==> src/verilog/tmr_consts.svh <==
`ifndef TMR_CONSTS_SVH
`define TMR_CONSTS_SVH

// Counter extremes.
`define TMR_MAX        8'hFF
`define TMR_BEFORE_MAX 8'hFE
`define TMR_BOTTOM     8'h00
`define TMR_ONE        8'h01

// Compare output action codes.
`define TMR_ACT_NONE   2'h0
`define TMR_ACT_TOGGLE 2'h1
`define TMR_ACT_CLEAR  2'h2
`define TMR_ACT_SET    2'h3

// Reset values.
`define TMR_RST_COUNT  8'h00
`define TMR_RST_CMP    8'h00

`endif

==> src/verilog/tmr_pkg.sv <==
package tmr_pkg;

  // Waveform mode, in the order of the two select bits.
  typedef enum logic [1:0] {
    TMR_NORMAL,
    TMR_PHASE_PWM,
    TMR_CLEAR_ON_MATCH,
    TMR_FAST_PWM
  } tmr_mode_e;

  typedef logic [7:0] tmr_byte_t;

  // Configuration bits written by software.
  typedef struct packed {
    tmr_mode_e   waveform_mode_select;
    logic [1:0]  compare_output_action;
  } tmr_cfg_s;

  // Port pin bits; the compare unit may override the output register bit, never the direction bit.
  typedef struct packed {
    logic compare_pin_direction_bit;
    logic port_output_register;
  } tmr_port_s;

endpackage

==> src/verilog/tmr_waveform.sv <==
`include "tmr_consts.svh"

// Function
// - Reset clears compare output register.
// - Nonzero action overrides port value on pin.
// - Direction bit still controls pin drive.
// - Compare output settable before pin enabled.
// - Action zero leaves compare output unchanged.
// - New action acts next match; force immediate.
// - Mode alone sets counting; action sets output.
// - Normal mode counts up, wraps FF to 00.
// - Normal overflow set as counter becomes zero.
// - Counter writable anytime in normal mode.
// - Clear-on-match mode clears counter at match.
// - Unbuffered compare; low write runs to wrap.
// - Clear-on-match action one toggles on match.
// - Clear-on-match overflow set on MAX wrap.
// - Toggle period two times one plus compare.
// - Fast PWM counts zero to FF, restarts.
// - Fast PWM: action 2 non-inverting, 3 inverting.
// - Fast PWM overflow set on reaching MAX.
// - Fast PWM period is 256 timer clocks.
// - Compare zero spikes; compare MAX constant.
// - Fast PWM action one toggles, still buffered.
// - Match flag set one timer cycle later.
// - Counter write beats clear and count.
// - Compare buffered in PWM, direct otherwise.
// - Force reads zero, no flag, no clear.
module tmr_waveform (
  // Clock and reset
  input  wire logic              sys_clk,
  input  wire logic              resetn,
  // Timer clock enable from the prescaler
  input  wire logic              timer_tick,
  // Configuration
  input  wire tmr_pkg::tmr_cfg_s  cfg,
  input  wire tmr_pkg::tmr_port_s port_bits,
  // Software accesses
  input  wire logic              cnt_wr,
  input  wire logic [7:0]        cnt_wdata,
  input  wire logic              cmp_wr,
  input  wire logic [7:0]        cmp_wdata,
  input  wire logic              force_compare_strobe,
  input  wire logic              overflow_clr,
  input  wire logic              match_clr,
  // Status
  output logic [7:0]             counter_value,
  output logic [7:0]             compare_value,
  output logic                   overflow_flag,
  output logic                   compare_match_flag,
  output logic                   compare_output,
  output logic                   force_readback,
  // Pin
  output logic                   pin_out,
  output logic                   pin_oe
);

  tmr_pkg::tmr_byte_t cnt_r;
  tmr_pkg::tmr_byte_t cnt_nxt;
  tmr_pkg::tmr_byte_t ocr_act_r;
  tmr_pkg::tmr_byte_t ocr_act_nxt;
  tmr_pkg::tmr_byte_t ocr_buf_r;
  tmr_pkg::tmr_byte_t ocr_buf_nxt;
  logic               ovf_r;
  logic               ovf_nxt;
  logic               cmf_r;
  logic               cmf_nxt;
  logic               oc_r;
  logic               oc_nxt;
  logic               blk_r;
  logic               blk_nxt;

  logic               pwm_mode;
  logic               match_c;
  logic               at_max;
  logic               step;
  logic               oc_hit;
  tmr_pkg::tmr_mode_e mode;
  logic [1:0]         act;

  assign mode     = cfg.waveform_mode_select;
  assign act      = cfg.compare_output_action;
  assign pwm_mode = (mode == tmr_pkg::TMR_FAST_PWM) ||
                    (mode == tmr_pkg::TMR_PHASE_PWM);
  assign at_max   = (cnt_r == `TMR_MAX);
  // A counter write blocks the match in the following timer cycle, so
  // software can preload the counter with the compare value safely.
  assign match_c  = (cnt_r == ocr_act_r) && !blk_r;
  // A write in the same cycle suppresses counting and clearing.
  assign step     = timer_tick && !cnt_wr;
  // Force only acts in the non-PWM modes.
  assign oc_hit   = (step && match_c) ||
                    (force_compare_strobe && !pwm_mode);

  always_comb begin
    cnt_nxt     = cnt_r;
    ocr_act_nxt = ocr_act_r;
    ocr_buf_nxt = ocr_buf_r;
    ovf_nxt     = ovf_r;
    cmf_nxt     = cmf_r;
    oc_nxt      = oc_r;
    blk_nxt     = blk_r;

    // Counting sequence follows the mode bits only.
    if (cnt_wr) begin
      cnt_nxt = cnt_wdata;
    end else if (step) begin
      unique case (mode)
        tmr_pkg::TMR_CLEAR_ON_MATCH: begin
          // Past the top the counter runs on to MAX and wraps.
          cnt_nxt = match_c ? `TMR_BOTTOM : cnt_r + `TMR_ONE;
        end
        tmr_pkg::TMR_FAST_PWM: begin
          cnt_nxt = at_max ? `TMR_BOTTOM : cnt_r + `TMR_ONE;
        end
        default: begin
          // Phase correct is not built here; it counts like normal.
          cnt_nxt = cnt_r + `TMR_ONE;
        end
      endcase
    end

    if (cnt_wr) begin
      blk_nxt = 1'b1;
    end else if (timer_tick) begin
      blk_nxt = 1'b0;
    end

    // Compare register: direct in non-PWM modes, buffered in PWM.
    if (cmp_wr) begin
      ocr_buf_nxt = cmp_wdata;
      if (!pwm_mode) begin
        ocr_act_nxt = cmp_wdata;
      end
    end
    if (pwm_mode && step && at_max) begin
      ocr_act_nxt = ocr_buf_r;
    end

    // Overflow flag; a set in the clearing cycle wins.
    if (overflow_clr) begin
      ovf_nxt = 1'b0;
    end
    if (step) begin
      if (mode == tmr_pkg::TMR_FAST_PWM) begin
        if (cnt_r == `TMR_BEFORE_MAX) begin
          ovf_nxt = 1'b1;
        end
      end else if (at_max) begin
        ovf_nxt = 1'b1;
      end
    end

    // Match flag rises with the timer cycle after the match.
    // A forced compare never sets it.
    if (match_clr) begin
      cmf_nxt = 1'b0;
    end
    if (step && match_c) begin
      cmf_nxt = 1'b1;
    end

    // Waveform generator; the action is sampled when the event occurs.
    if (mode == tmr_pkg::TMR_FAST_PWM) begin
      if (oc_hit) begin
        unique case (act)
          `TMR_ACT_TOGGLE: oc_nxt = !oc_r;
          `TMR_ACT_CLEAR:  oc_nxt = 1'b0;
          `TMR_ACT_SET:    oc_nxt = 1'b1;
          `TMR_ACT_NONE:   oc_nxt = oc_r;
        endcase
      end
      // The bottom event comes last so a compare of MAX holds a level.
      if (step && at_max) begin
        if (act == `TMR_ACT_CLEAR) begin
          oc_nxt = 1'b1;
        end else if (act == `TMR_ACT_SET) begin
          oc_nxt = 1'b0;
        end
      end
    end else if (!pwm_mode && oc_hit) begin
      unique case (act)
        `TMR_ACT_TOGGLE: oc_nxt = !oc_r;
        `TMR_ACT_CLEAR:  oc_nxt = 1'b0;
        `TMR_ACT_SET:    oc_nxt = 1'b1;
        `TMR_ACT_NONE:   oc_nxt = oc_r;
      endcase
    end
  end

  always_ff @(posedge sys_clk) begin
    if (!resetn) begin
      cnt_r     <= `TMR_RST_COUNT;
      ocr_act_r <= `TMR_RST_CMP;
      ocr_buf_r <= `TMR_RST_CMP;
      ovf_r     <= 1'b0;
      cmf_r     <= 1'b0;
      oc_r      <= 1'b0;
      blk_r     <= 1'b0;
    end else begin
      cnt_r     <= cnt_nxt;
      ocr_act_r <= ocr_act_nxt;
      ocr_buf_r <= ocr_buf_nxt;
      ovf_r     <= ovf_nxt;
      cmf_r     <= cmf_nxt;
      oc_r      <= oc_nxt;
      blk_r     <= blk_nxt;
    end
  end

  assign counter_value      = cnt_r;
  assign compare_value      = ocr_act_r;
  assign overflow_flag      = ovf_r;
  assign compare_match_flag = cmf_r;
  assign compare_output     = oc_r;

  // The force strobe has no storage; it always reads back as zero.
  always_ff @(posedge sys_clk) begin
    force_readback <= 1'b0;
  end

  // The compare output register is loaded independently of the pin
  // driver, so it can be preset before direction turns to output.
  tmr_pin_ctl u_pin (
    .sys_clk               (sys_clk),
    .resetn                (resetn),
    .compare_output_action (act),
    .port_bits             (port_bits),
    .compare_output        (oc_r),
    .pin_out               (pin_out),
    .pin_oe                (pin_oe)
  );

  // Checks other than a_reset_oc_clear start one cycle after reset is released, so the values that
  // $past sees are never taken from inside reset.
  logic chk_live_r;

  always_ff @(posedge sys_clk) begin
    chk_live_r <= resetn;
  end
endmodule // tmr_waveform

==> src/verilog/tmr_pin_ctl.sv <==
`include "tmr_consts.svh"

module tmr_pin_ctl (
  // Clock and reset
  input  wire logic              sys_clk,
  input  wire logic              resetn,
  // Control
  input  wire logic [1:0]        compare_output_action,
  input  wire tmr_pkg::tmr_port_s port_bits,
  input  wire logic              compare_output,
  // Pin
  output logic                   pin_out,
  output logic                   pin_oe
);

  logic pin_out_nxt;
  logic pin_oe_nxt;

  always_comb begin
    // The override does not depend on the waveform mode.
    if (compare_output_action != `TMR_ACT_NONE) begin
      pin_out_nxt = compare_output;
    end else begin
      pin_out_nxt = port_bits.port_output_register;
    end
    // Direction stays with the port bit even while overridden.
    pin_oe_nxt = port_bits.compare_pin_direction_bit;
  end

  always_ff @(posedge sys_clk) begin
    if (!resetn) begin
      pin_out <= 1'b0;
      pin_oe  <= 1'b0;
    end else begin
      pin_out <= pin_out_nxt;
      pin_oe  <= pin_oe_nxt;
    end
  end

endmodule // tmr_pin_ctl

==> config.mk <==
export PLATFORM = sky130hd
export DESIGN_NAME = tmr_waveform
export DESIGN_NICKNAME = d
export VERILOG_FILES = /design/src/verilog/tmr_pkg.sv /design/src/verilog/tmr_waveform.sv /design/src/verilog/tmr_pin_ctl.sv
export VERILOG_INCLUDE_DIRS = /design/src /design/src/verilog
export SDC_FILE = /design/constraint.sdc
export NUM_CORES = 1
export LEC_CHECK = 0
export ABC_CLOCK_PERIOD_IN_PS = 5280
export BUFFER_PORTS_ARGS = -buffer_cell sky130_fd_sc_hd__buf_2
export CAP_MARGIN = 20
export CELL_PAD_IN_SITES_DETAIL_PLACEMENT = 1
export CELL_PAD_IN_SITES_GLOBAL_PLACEMENT = 2
export CORE_UTILIZATION = 31
export DETAILED_ROUTE_END_ITERATION = 6
export GPL_TIMING_DRIVEN = 0
export PLACE_DENSITY_LB_ADDON = 0.1
export SYNTH_ARGS = -nofsm -noshare
export SYNTH_HDL_FRONTEND = slang
export SYNTH_HIERARCHICAL = 1
export SYNTH_SLANG_ARGS = --single-unit
==> constraint.sdc <==
create_clock -name sys_clk -period 5.28 [get_ports sys_clk]
set_input_delay 1.056 -clock sys_clk [delete_from_list [all_inputs] [get_ports sys_clk]]
set_output_delay 1.056 -clock sys_clk [all_outputs]
set_load 0.1 [all_outputs]
==> results of run 1 <==
through the flow:
step,cell area (sq um),worst slack (ps),util [%],std cells
floorplan,1629,2864,-,188
global placement,1962,2468,38.66,307
detailed placement,1962,2480,38.66,307
CTS,2057,2752,40.53,315
global route,2057,2598,40.53,315
finish,2057,2775,40.53,315
cell families (layout without fill, tap and decap cells):
logic type / after synthesis / count (layout)
buffers and inverters: 18 / 75
XOR/XNOR: 13 / 13
flip-flops: 30 / 30
AO/OA/AOI/OAI: 36 / 36
AND/OR/NAND/NOR: 69 / 69
multiplexers: 19 / 19
other: 1 / 1
adder cells (fa/ha/maj): 2 / 2
metal layers:
metal  vias to the layer above  share of wire (%)  global-route usage, %
met1                       750                 48                  24.86
met4                         0               0.48                  5.031
li1                        779                  -                      -
met5                         -                  0                      0
met3                         2                3.0                  3.659
met2                        27                 49                  32.03
path summary, 6_finish.rpt:
check / start / slack [ps] / to
min reg2reg: compare_match_flag / 500 / compare_match_flag
min: compare_match_flag / 500 / compare_match_flag
max: timer_tick / 2780 / compare_value[6]
max reg2reg: counter_value[1] / 3270 / compare_value[6]
area by class of cell:
cell class / count / area, sq um
plain buffers: 10 / 47.55
clock buffers: 6 / 82.58
well taps: 70 / 87.58
repair buffers: 49 / 245.2
clock inverters: 2 / 12.51
multi-input cells: 140 / 950.9
flip-flops and latches: 30 / 600.6
fillers: 638 / 3018
inverters: 8 / 30.03
power by group through the flow:
stage	Combinational [W]	Clock, W	Sequential [W]
floorplan	0.0000581	0	0.000320
global placement	0.000156	0	0.000261
detailed placement	0.000157	0	0.000261
CTS	0.000157	0.000207	0.000256
global route	0.000166	0.000217	0.000258
finish	0.000156	0.000202	0.000256
synthesized netlist by cell type (7+ instances only):
cell      count
dfxtp_1      30
nor2_1       24
a211oi_1      8
inv_1         7
nand2_1      12
mux2i_1      18
xnor2_1       9
nand3_1      10
a21oi_1       8
nor3b_1       7
flip-flops by register name, summed over array words and instances (netlist names):
register / cells
compare_value: 8
counter_value: 8
compare_match_flag: 1
overflow_flag: 1
u_pin/pin_oe: 1
ocr_buf_r: 8
compare_output: 1
blk_r: 1
u_pin/pin_out: 1
critical path, stage by stage:
cell,delay (ps)
buf_2,90
buf_2,210
nor2b_1,280
nand3_1,160
nor2_1,170
nand2_1,230
buf_2,260
a211oi_1,230
==> run summary, run 1 <==
Status = finished, final reports clean
Hold slack final = 495.1 ps
Reg2reg path depth = 6
Skew-Pair Late Insertion Delay = 290 ps
Unique cell type count in the Yosys netlist = 46
Number of global-route vias before repair = 1532
Startpoint types = primary input
CTS root buf = clkbuf_8
Critical path class = in -> reg
RSZ-0062 raised after global routing = false
Die ar. = 5549 sq um
# DRC = 0
WL/cell = 15.24 microns
Overall Power = 0.0006136 W
Clock sink total = 30
Post-synth top area share = 36.87%
Mapped Cells = 188
H-Tree Level Count = 2
Skew final = 9.690 ps
Fraction of the mapped netlist area in simple logic gates = 22.27%
Inserted Diodes = 0
Post-synth EDFFs = 0
Commonest non-fill, non-tap cell in the layout = buf_2
Iter 0 DRT Violations = 49
Crit end category = flop
Routability Congestion = 0.7433
Mapped Nets = 220
Hold crit path type = reg -> reg
Fmax = 399.3 MHz
Largest area contributor in the netlist = dfxtp_1
Post-Synth XOR/XNOR Area = 6.989%
Routed WL = 4800 microns
Share of cells above drive strength 1 = 28.57%
Primary FF master, synth = dfxtp_1
CP required = 5470 ps
Routed vias/inst = 4.946
Die outline width = 74.49 microns
Post-CTS sizing = 0
Largest family of logic cells by synthesized area = simple AND/OR/NAND/NOR gates
I/O pin count = 52
Worst-Margin Slew = 556.7 ps
Hold Fails Final Rpt = 0
Starting Density = 32.10%
Switching Power = 0.0002263 W
Combinational share of power = 25.4%
Hold-fix buffers at CTS = 0
Adder-cell share of the synthesized area = 1.536%
Setup Viol. Count Final = 0
Multiplexer share of the synthesized area = 11.75%
Number of vias in the routed layout = 1558
Static leakage = 0.9458 nW
Post-route ant nets = 0
First-pass GRT wire length = 7734 microns
DR pass1 iterations = 5
Compound-cell area share of the yosys netlist = 15.59%
Setup bufs post-CTS = 0
Final #Nets = 276
Relative slew slack = 62.89%
Syn Area/Cell = 8.665 sq um
Global Route Usage Sum = 19.03%
Tmin final = 2505 ps
Async SR Flop Fraction = 0%
TritonCTS Buffers = 5
Max cap viols = 0
Synthesis Warnings = 6
Pwr dens = 298.3 nW/um^2
Sequential share of power = 41.7%
CTS clk-pin slew, worst paths = 70 ps
Most frequent cells in the layout = buf_2 (53), dfxtp_1 (30), nor2_1 (24)
Total core area = 5075 sq um
Sw frac = 36.88%
Total Neg Setup Slack = 0 ps
Power share of the clock group = 33.0%
DPL Wire Length = 3632 microns
IO Port Bufs = 49
Period Utilization, post-route = 47.44%
Die height = 74.49 microns
Synth top area cells = dfxtp_1 (37%), mux2i_1 (11%), nor2_1 (5.5%), xnor2_1 (4.8%), a211oi_1 (3.7%)
Area delta synth->final = 26.27%
Pin count of the biggest net entering global routing = 11
Mapped cell area = 1629 sq um
Rows = 26
CTS tree = done
P_int = 0.0003873 W
Initial antenna violation count = 0
Grt total ovfl = 0
Crit path max fanout = 10
Sequential-to-total area share from yosys stat = 36.87%
Synth Register Bits = 30
Arr. time, crit path = 2690 ps
CTS max path bufs = 2
Hold depth = 2
Worst vdd rail ir drop = 0.1786 mV
Slew Limit Fails = 0
Note: power is estimated with default switching activity, not from simulation.
==> inputs of run 2 (changes only) <==
ABC_CLOCK_PERIOD_IN_PS = 2600   (was 5280)
CORE_UTILIZATION = 29   (was 31)
clock period = 2.6 ns   (was 5.28 ns; I/O delays follow)
==> run summary, run 2 (same netlist as run 1, synthesis figures left out) <==
Status = finished, final reports clean
Skew-Pair Late Insertion Delay = 280 ps
Worst-Margin Slew = 535.6 ps
Die height = 76.95 microns
H-Tree Level Count = 2
WL/cell = 15.03 microns
Crit-path cells = buf_2, buf_2, nor2b_1, nand3_1, nor2_1, nand2_1, buf_2, a211oi_1
Post-CTS sizing = 0
Routed vias/inst = 4.927
Total Neg Setup Slack = 0 ps
Max cap viols = 0
Reg2reg path depth = 6
Final #Nets = 276
Fmax = 503.5 MHz
Critical path class = in -> reg
Most frequent cells in the layout = buf_2 (53), dfxtp_1 (30), nor2_1 (24)
Global Route Usage Sum = 17.52%
Share of cells above drive strength 1 = 27.76%
Crit path max fanout = 10
Pwr dens = 628.3 nW/um^2
Relative slew slack = 64.29%
Pin count of the biggest net entering global routing = 11
Grt total ovfl = 0
Rows = 26
Worst vdd rail ir drop = 0.3133 mV
CTS clk-pin slew, worst paths = 60 ps
Max incr delay on CP = 290 ps
Slew Limit Fails = 0
Met2 WL = 2168 microns
Cells after DPL = 307
Post-route ant nets = 0
Clock sink total = 30
RSZ-0062 raised after global routing = false
DR pass1 iterations = 4
# DRC = 0
Metal3 WL = 199 microns
CTS max path bufs = 2
IO Port Bufs = 49
Skew final = 7.200 ps
Die outline width = 76.95 microns
Routability Congestion = 0.7356
Number of global-route vias before repair = 1592
Met1 WL = 2309 microns
Startpoint types = primary input
Commonest non-fill, non-tap cell in the layout = buf_2
TritonCTS Buffers = 5
Static leakage = 0.9511 nW
First-pass GRT wire length = 8086 microns
Tmin final = 1986 ps
Final non-filler cell total = 315
Area delta synth->final = 26.96%
Starting Density = 30.91%
Initial antenna violation count = 0
Hold depth = 2
CP required = 2790 ps
CTS root buf = clkbuf_8
Hold crit path type = in -> reg
Total core area = 5270 sq um
Setup bufs post-CTS = 0
Hold-fix buffers at CTS = 0
Number of vias in the routed layout = 1552
CTS tree = done
DPL Wire Length = 3602 microns
Crit end category = flop
Worst path most repeated cell = buf_2
Inserted Diodes = 0
Setup Viol. Count Final = 0
Period Utilization, post-route = 76.39%
Max layer used = met4
Hold Fails Final Rpt = 0
Arr. time, crit path = 2180 ps
Iter 0 DRT Violations = 79
I/O pin count = 52
Slowest-stage cell, CP = nor2b_1
Routed WL = 4736 microns
Die ar. = 5921 sq um
-- run 2: cell types whose count changed in the layout (fill, tap and decap cells not counted) --
cell / previous run / this run
clkbuf_1: 4 / 6
clkinvlp_4: 1 / 0
clkbuf_8: 6 / 5
bufinv_16: 0 / 1
clkinv_2: 1 / 0
-- run 2: power by group --
group	internal, W	switching [W]
clock network	0.000287	0.000177
registers	0.000487	0.0000330
logic	0.0000875	0.000229
-- run 2: area by class of cell --
class / count / area, sq um
sequential: 30 / 600.6
inverter: 8 / 30.03
multi-input combinational: 140 / 950.9
clock inverter: 1 / 30.03
clock buffer: 7 / 76.32
tap: 70 / 87.58
buffer: 10 / 47.55
timing repair buffer: 49 / 245.2
fill: 675 / 3202
-- run 2: routing by layer --
metal,global-route usage [%],up-vias
li1,-,781
met1,22.87,731
met2,28.13,34
met3,4.524,6
met4,5.192,0
met5,0,-
-- run 2: worst max-delay path, delay by kind of cell --
kind	cells	cell delay (ps)
simple gates	4	850
buf+inv	3	580
compound gates	1	220
-- run 2: worst paths after layout --
| kind | from | to | slack (ps) |
|---|---|---|---|
| worst max-delay path | timer_tick | compare_value[1] | 610 |
| worst min-delay path | cfg[0] | u_pin/pin_out | 450 |
| worst max register to register | counter_value[0] | compare_value[1] | 630 |
| worst min register to register | compare_match_flag | compare_match_flag | 490 |
-- run 2: per-stage QoR --
| stage | area (sq um) | worst slack (ps) | hold WS [ps] | power, W | utilization [%] |
|---|---|---|---|---|---|
| after CTS | 2068 | 613.9 | 445.1 | 0.001323 | 39.25 |
| after global placement | 1962 | 311.9 | 468.5 | 0.0008479 | 37.23 |
| after floorplan | 1629 | 189.9 | 461.1 | 0.0007685 | - |
| after detailed placement | 1962 | 331.9 | 477.5 | 0.0008491 | 37.23 |
| after global routing | 2068 | 355.2 | 441.1 | 0.001373 | 39.25 |
| final | 2068 | 613.8 | 453.0 | 0.001300 | 39.25 |
==> inputs of run 3 (changes only) <==
ABC_CLOCK_PERIOD_IN_PS = 1900   (was 2600)
clock period = 1.9 ns   (was 2.6 ns; I/O delays follow)
==> run summary, run 3 (same netlist as run 1, synthesis figures left out) <==
Status = finished, final reports clean
Final non-filler cell total = 317
CTS clk-pin slew, worst paths = 70 ps
Sequential share of power = 42.0%
TritonCTS Buffers = 5
Switching Power = 0.0006131 W
Pre-CTS setup slack = -185.5 ps
Routed WL = 4801 microns
Starting Density = 30.91%
Commonest non-fill, non-tap cell in the layout = buf_2
Die outline width = 76.95 microns
Clock sink total = 30
CTS max path bufs = 2
P_int = 0.001084 W
Share of cells above drive strength 1 = 38.06%
Relative slew slack = 61.99%
Hold depth = 2
DPL Wire Length = 3604 microns
Routed vias/inst = 4.905
Iter 0 DRT Violations = 80
Skew final = 7.397 ps
Combinational share of power = 26.0%
Critical path class = reg -> reg
Hold-fix buffers at CTS = 0
DR pass1 iterations = 4
Most frequent cells in the layout = buf_2 (53), nor2_1 (24), mux2i_1 (18)
Inserted Diodes = 0
Static leakage = 0.9761 nW
Reg2reg path depth = 6
Final #Nets = 278
# DRC = 0
Crit end category = flop
Arr. time, crit path = 2000 ps
RSZ-0062 raised after global routing = true
IO Port Bufs = 49
I/O pin count = 52
Max cap viols = 0
WL/cell = 15.15 microns
Grt total ovfl = 0
Die ar. = 5921 sq um
Tmin final = 1839 ps
Startpoint types = flop
Skew-Pair Late Insertion Delay = 280 ps
H-Tree Level Count = 2
Slew Limit Fails = 0
Setup Viol. Count Final = 0
Initial antenna violation count = 0
Overall Power = 0.001697 W
Number of vias in the routed layout = 1555
Global Route Usage Sum = 17.64%
Cells after DPL = 307
Final Util = 40.27%
CP required = 2060 ps
Worst-Margin Slew = 570.2 ps
Number of global-route vias before repair = 1570
Routability Congestion = 0.7502
Fmax = 543.8 MHz
Hold slack final = 315.1 ps
Setup ws final = 60.94 ps
Crit path max fanout = 7
Post-route ant nets = 0
Area delta synth->final = 30.26%
Rows = 26
Die height = 76.95 microns
Hold Fails Final Rpt = 0
Hold crit path type = in -> reg
Pwr dens = 799.7 nW/um^2
Total core area = 5270 sq um
CTS tree = done
Worst vdd rail ir drop = 0.2873 mV
Power share of the clock group = 32.1%
Pin count of the biggest net entering global routing = 11
Sw frac = 36.13%
CTS root buf = clkbuf_8
First-pass GRT wire length = 8128 microns
Period Utilization, post-route = 96.79%
## run 3: final timing paths
check                                     endpoint                from  slack, ps
worst max-delay path                compare_output    counter_value[4]         60
worst max register to register      compare_output    counter_value[4]         60
worst min-delay path                  u_pin/pin_oe        port_bits[1]        320
worst min register to register  compare_match_flag  compare_match_flag        490
## run 3: area by class of cell
| cell class | count | area [sq um] |
|---|---|---|
| flip-flops and latches | 30 | 630.6 |
| well taps | 70 | 87.58 |
| repair buffers | 51 | 260.3 |
| inverters | 8 | 30.03 |
| fillers | 664 | 3148 |
| plain buffers | 10 | 47.55 |
| clock inverters | 2 | 11.26 |
| multi-input cells | 140 | 972.2 |
| clock buffers | 6 | 82.58 |
## run 3: worst max-delay path, cell delays in order (launching register included)
cell and delay (ps):
dfxtp_4 380, xor2_1 170, or3_4 340, nor3_4 300
mux2_4 340, o21ai_2 120, a221oi_2 60
## run 3: metal layers
| metal | global-route usage, % | routed length [microns] |
|---|---|---|
| met5 | 0 | 0 |
| met3 | 4.405 | 180 |
| met2 | 27.86 | 2219 |
| met1 | 23.28 | 2345 |
| met4 | 5.769 | 55 |
## run 3: through the flow
step	instance area (sq um)	setup TNS, ps
after floorplan	1659	-55.91
after global placement	1992	-1929
after detailed placement	1992	-1488
after CTS	2086	0
after global routing	2122	-80.63
final	2122	0
## run 3: repair_timing
item	CTS	global route
buffers inserted	0	2
endpoints found under the setup margin	0	16
gates resized for setup	0	6
## run 3: power groups by stage
stage	sequential (W)	combinational, W	clock, W
detailed placement	0.000727	0.000436	0
global placement	0.000727	0.000435	0
global route	0.000720	0.000469	0.000604
floorplan	0.000893	0.000161	0
finish	0.000712	0.000441	0.000544
CTS	0.000713	0.000437	0.000567
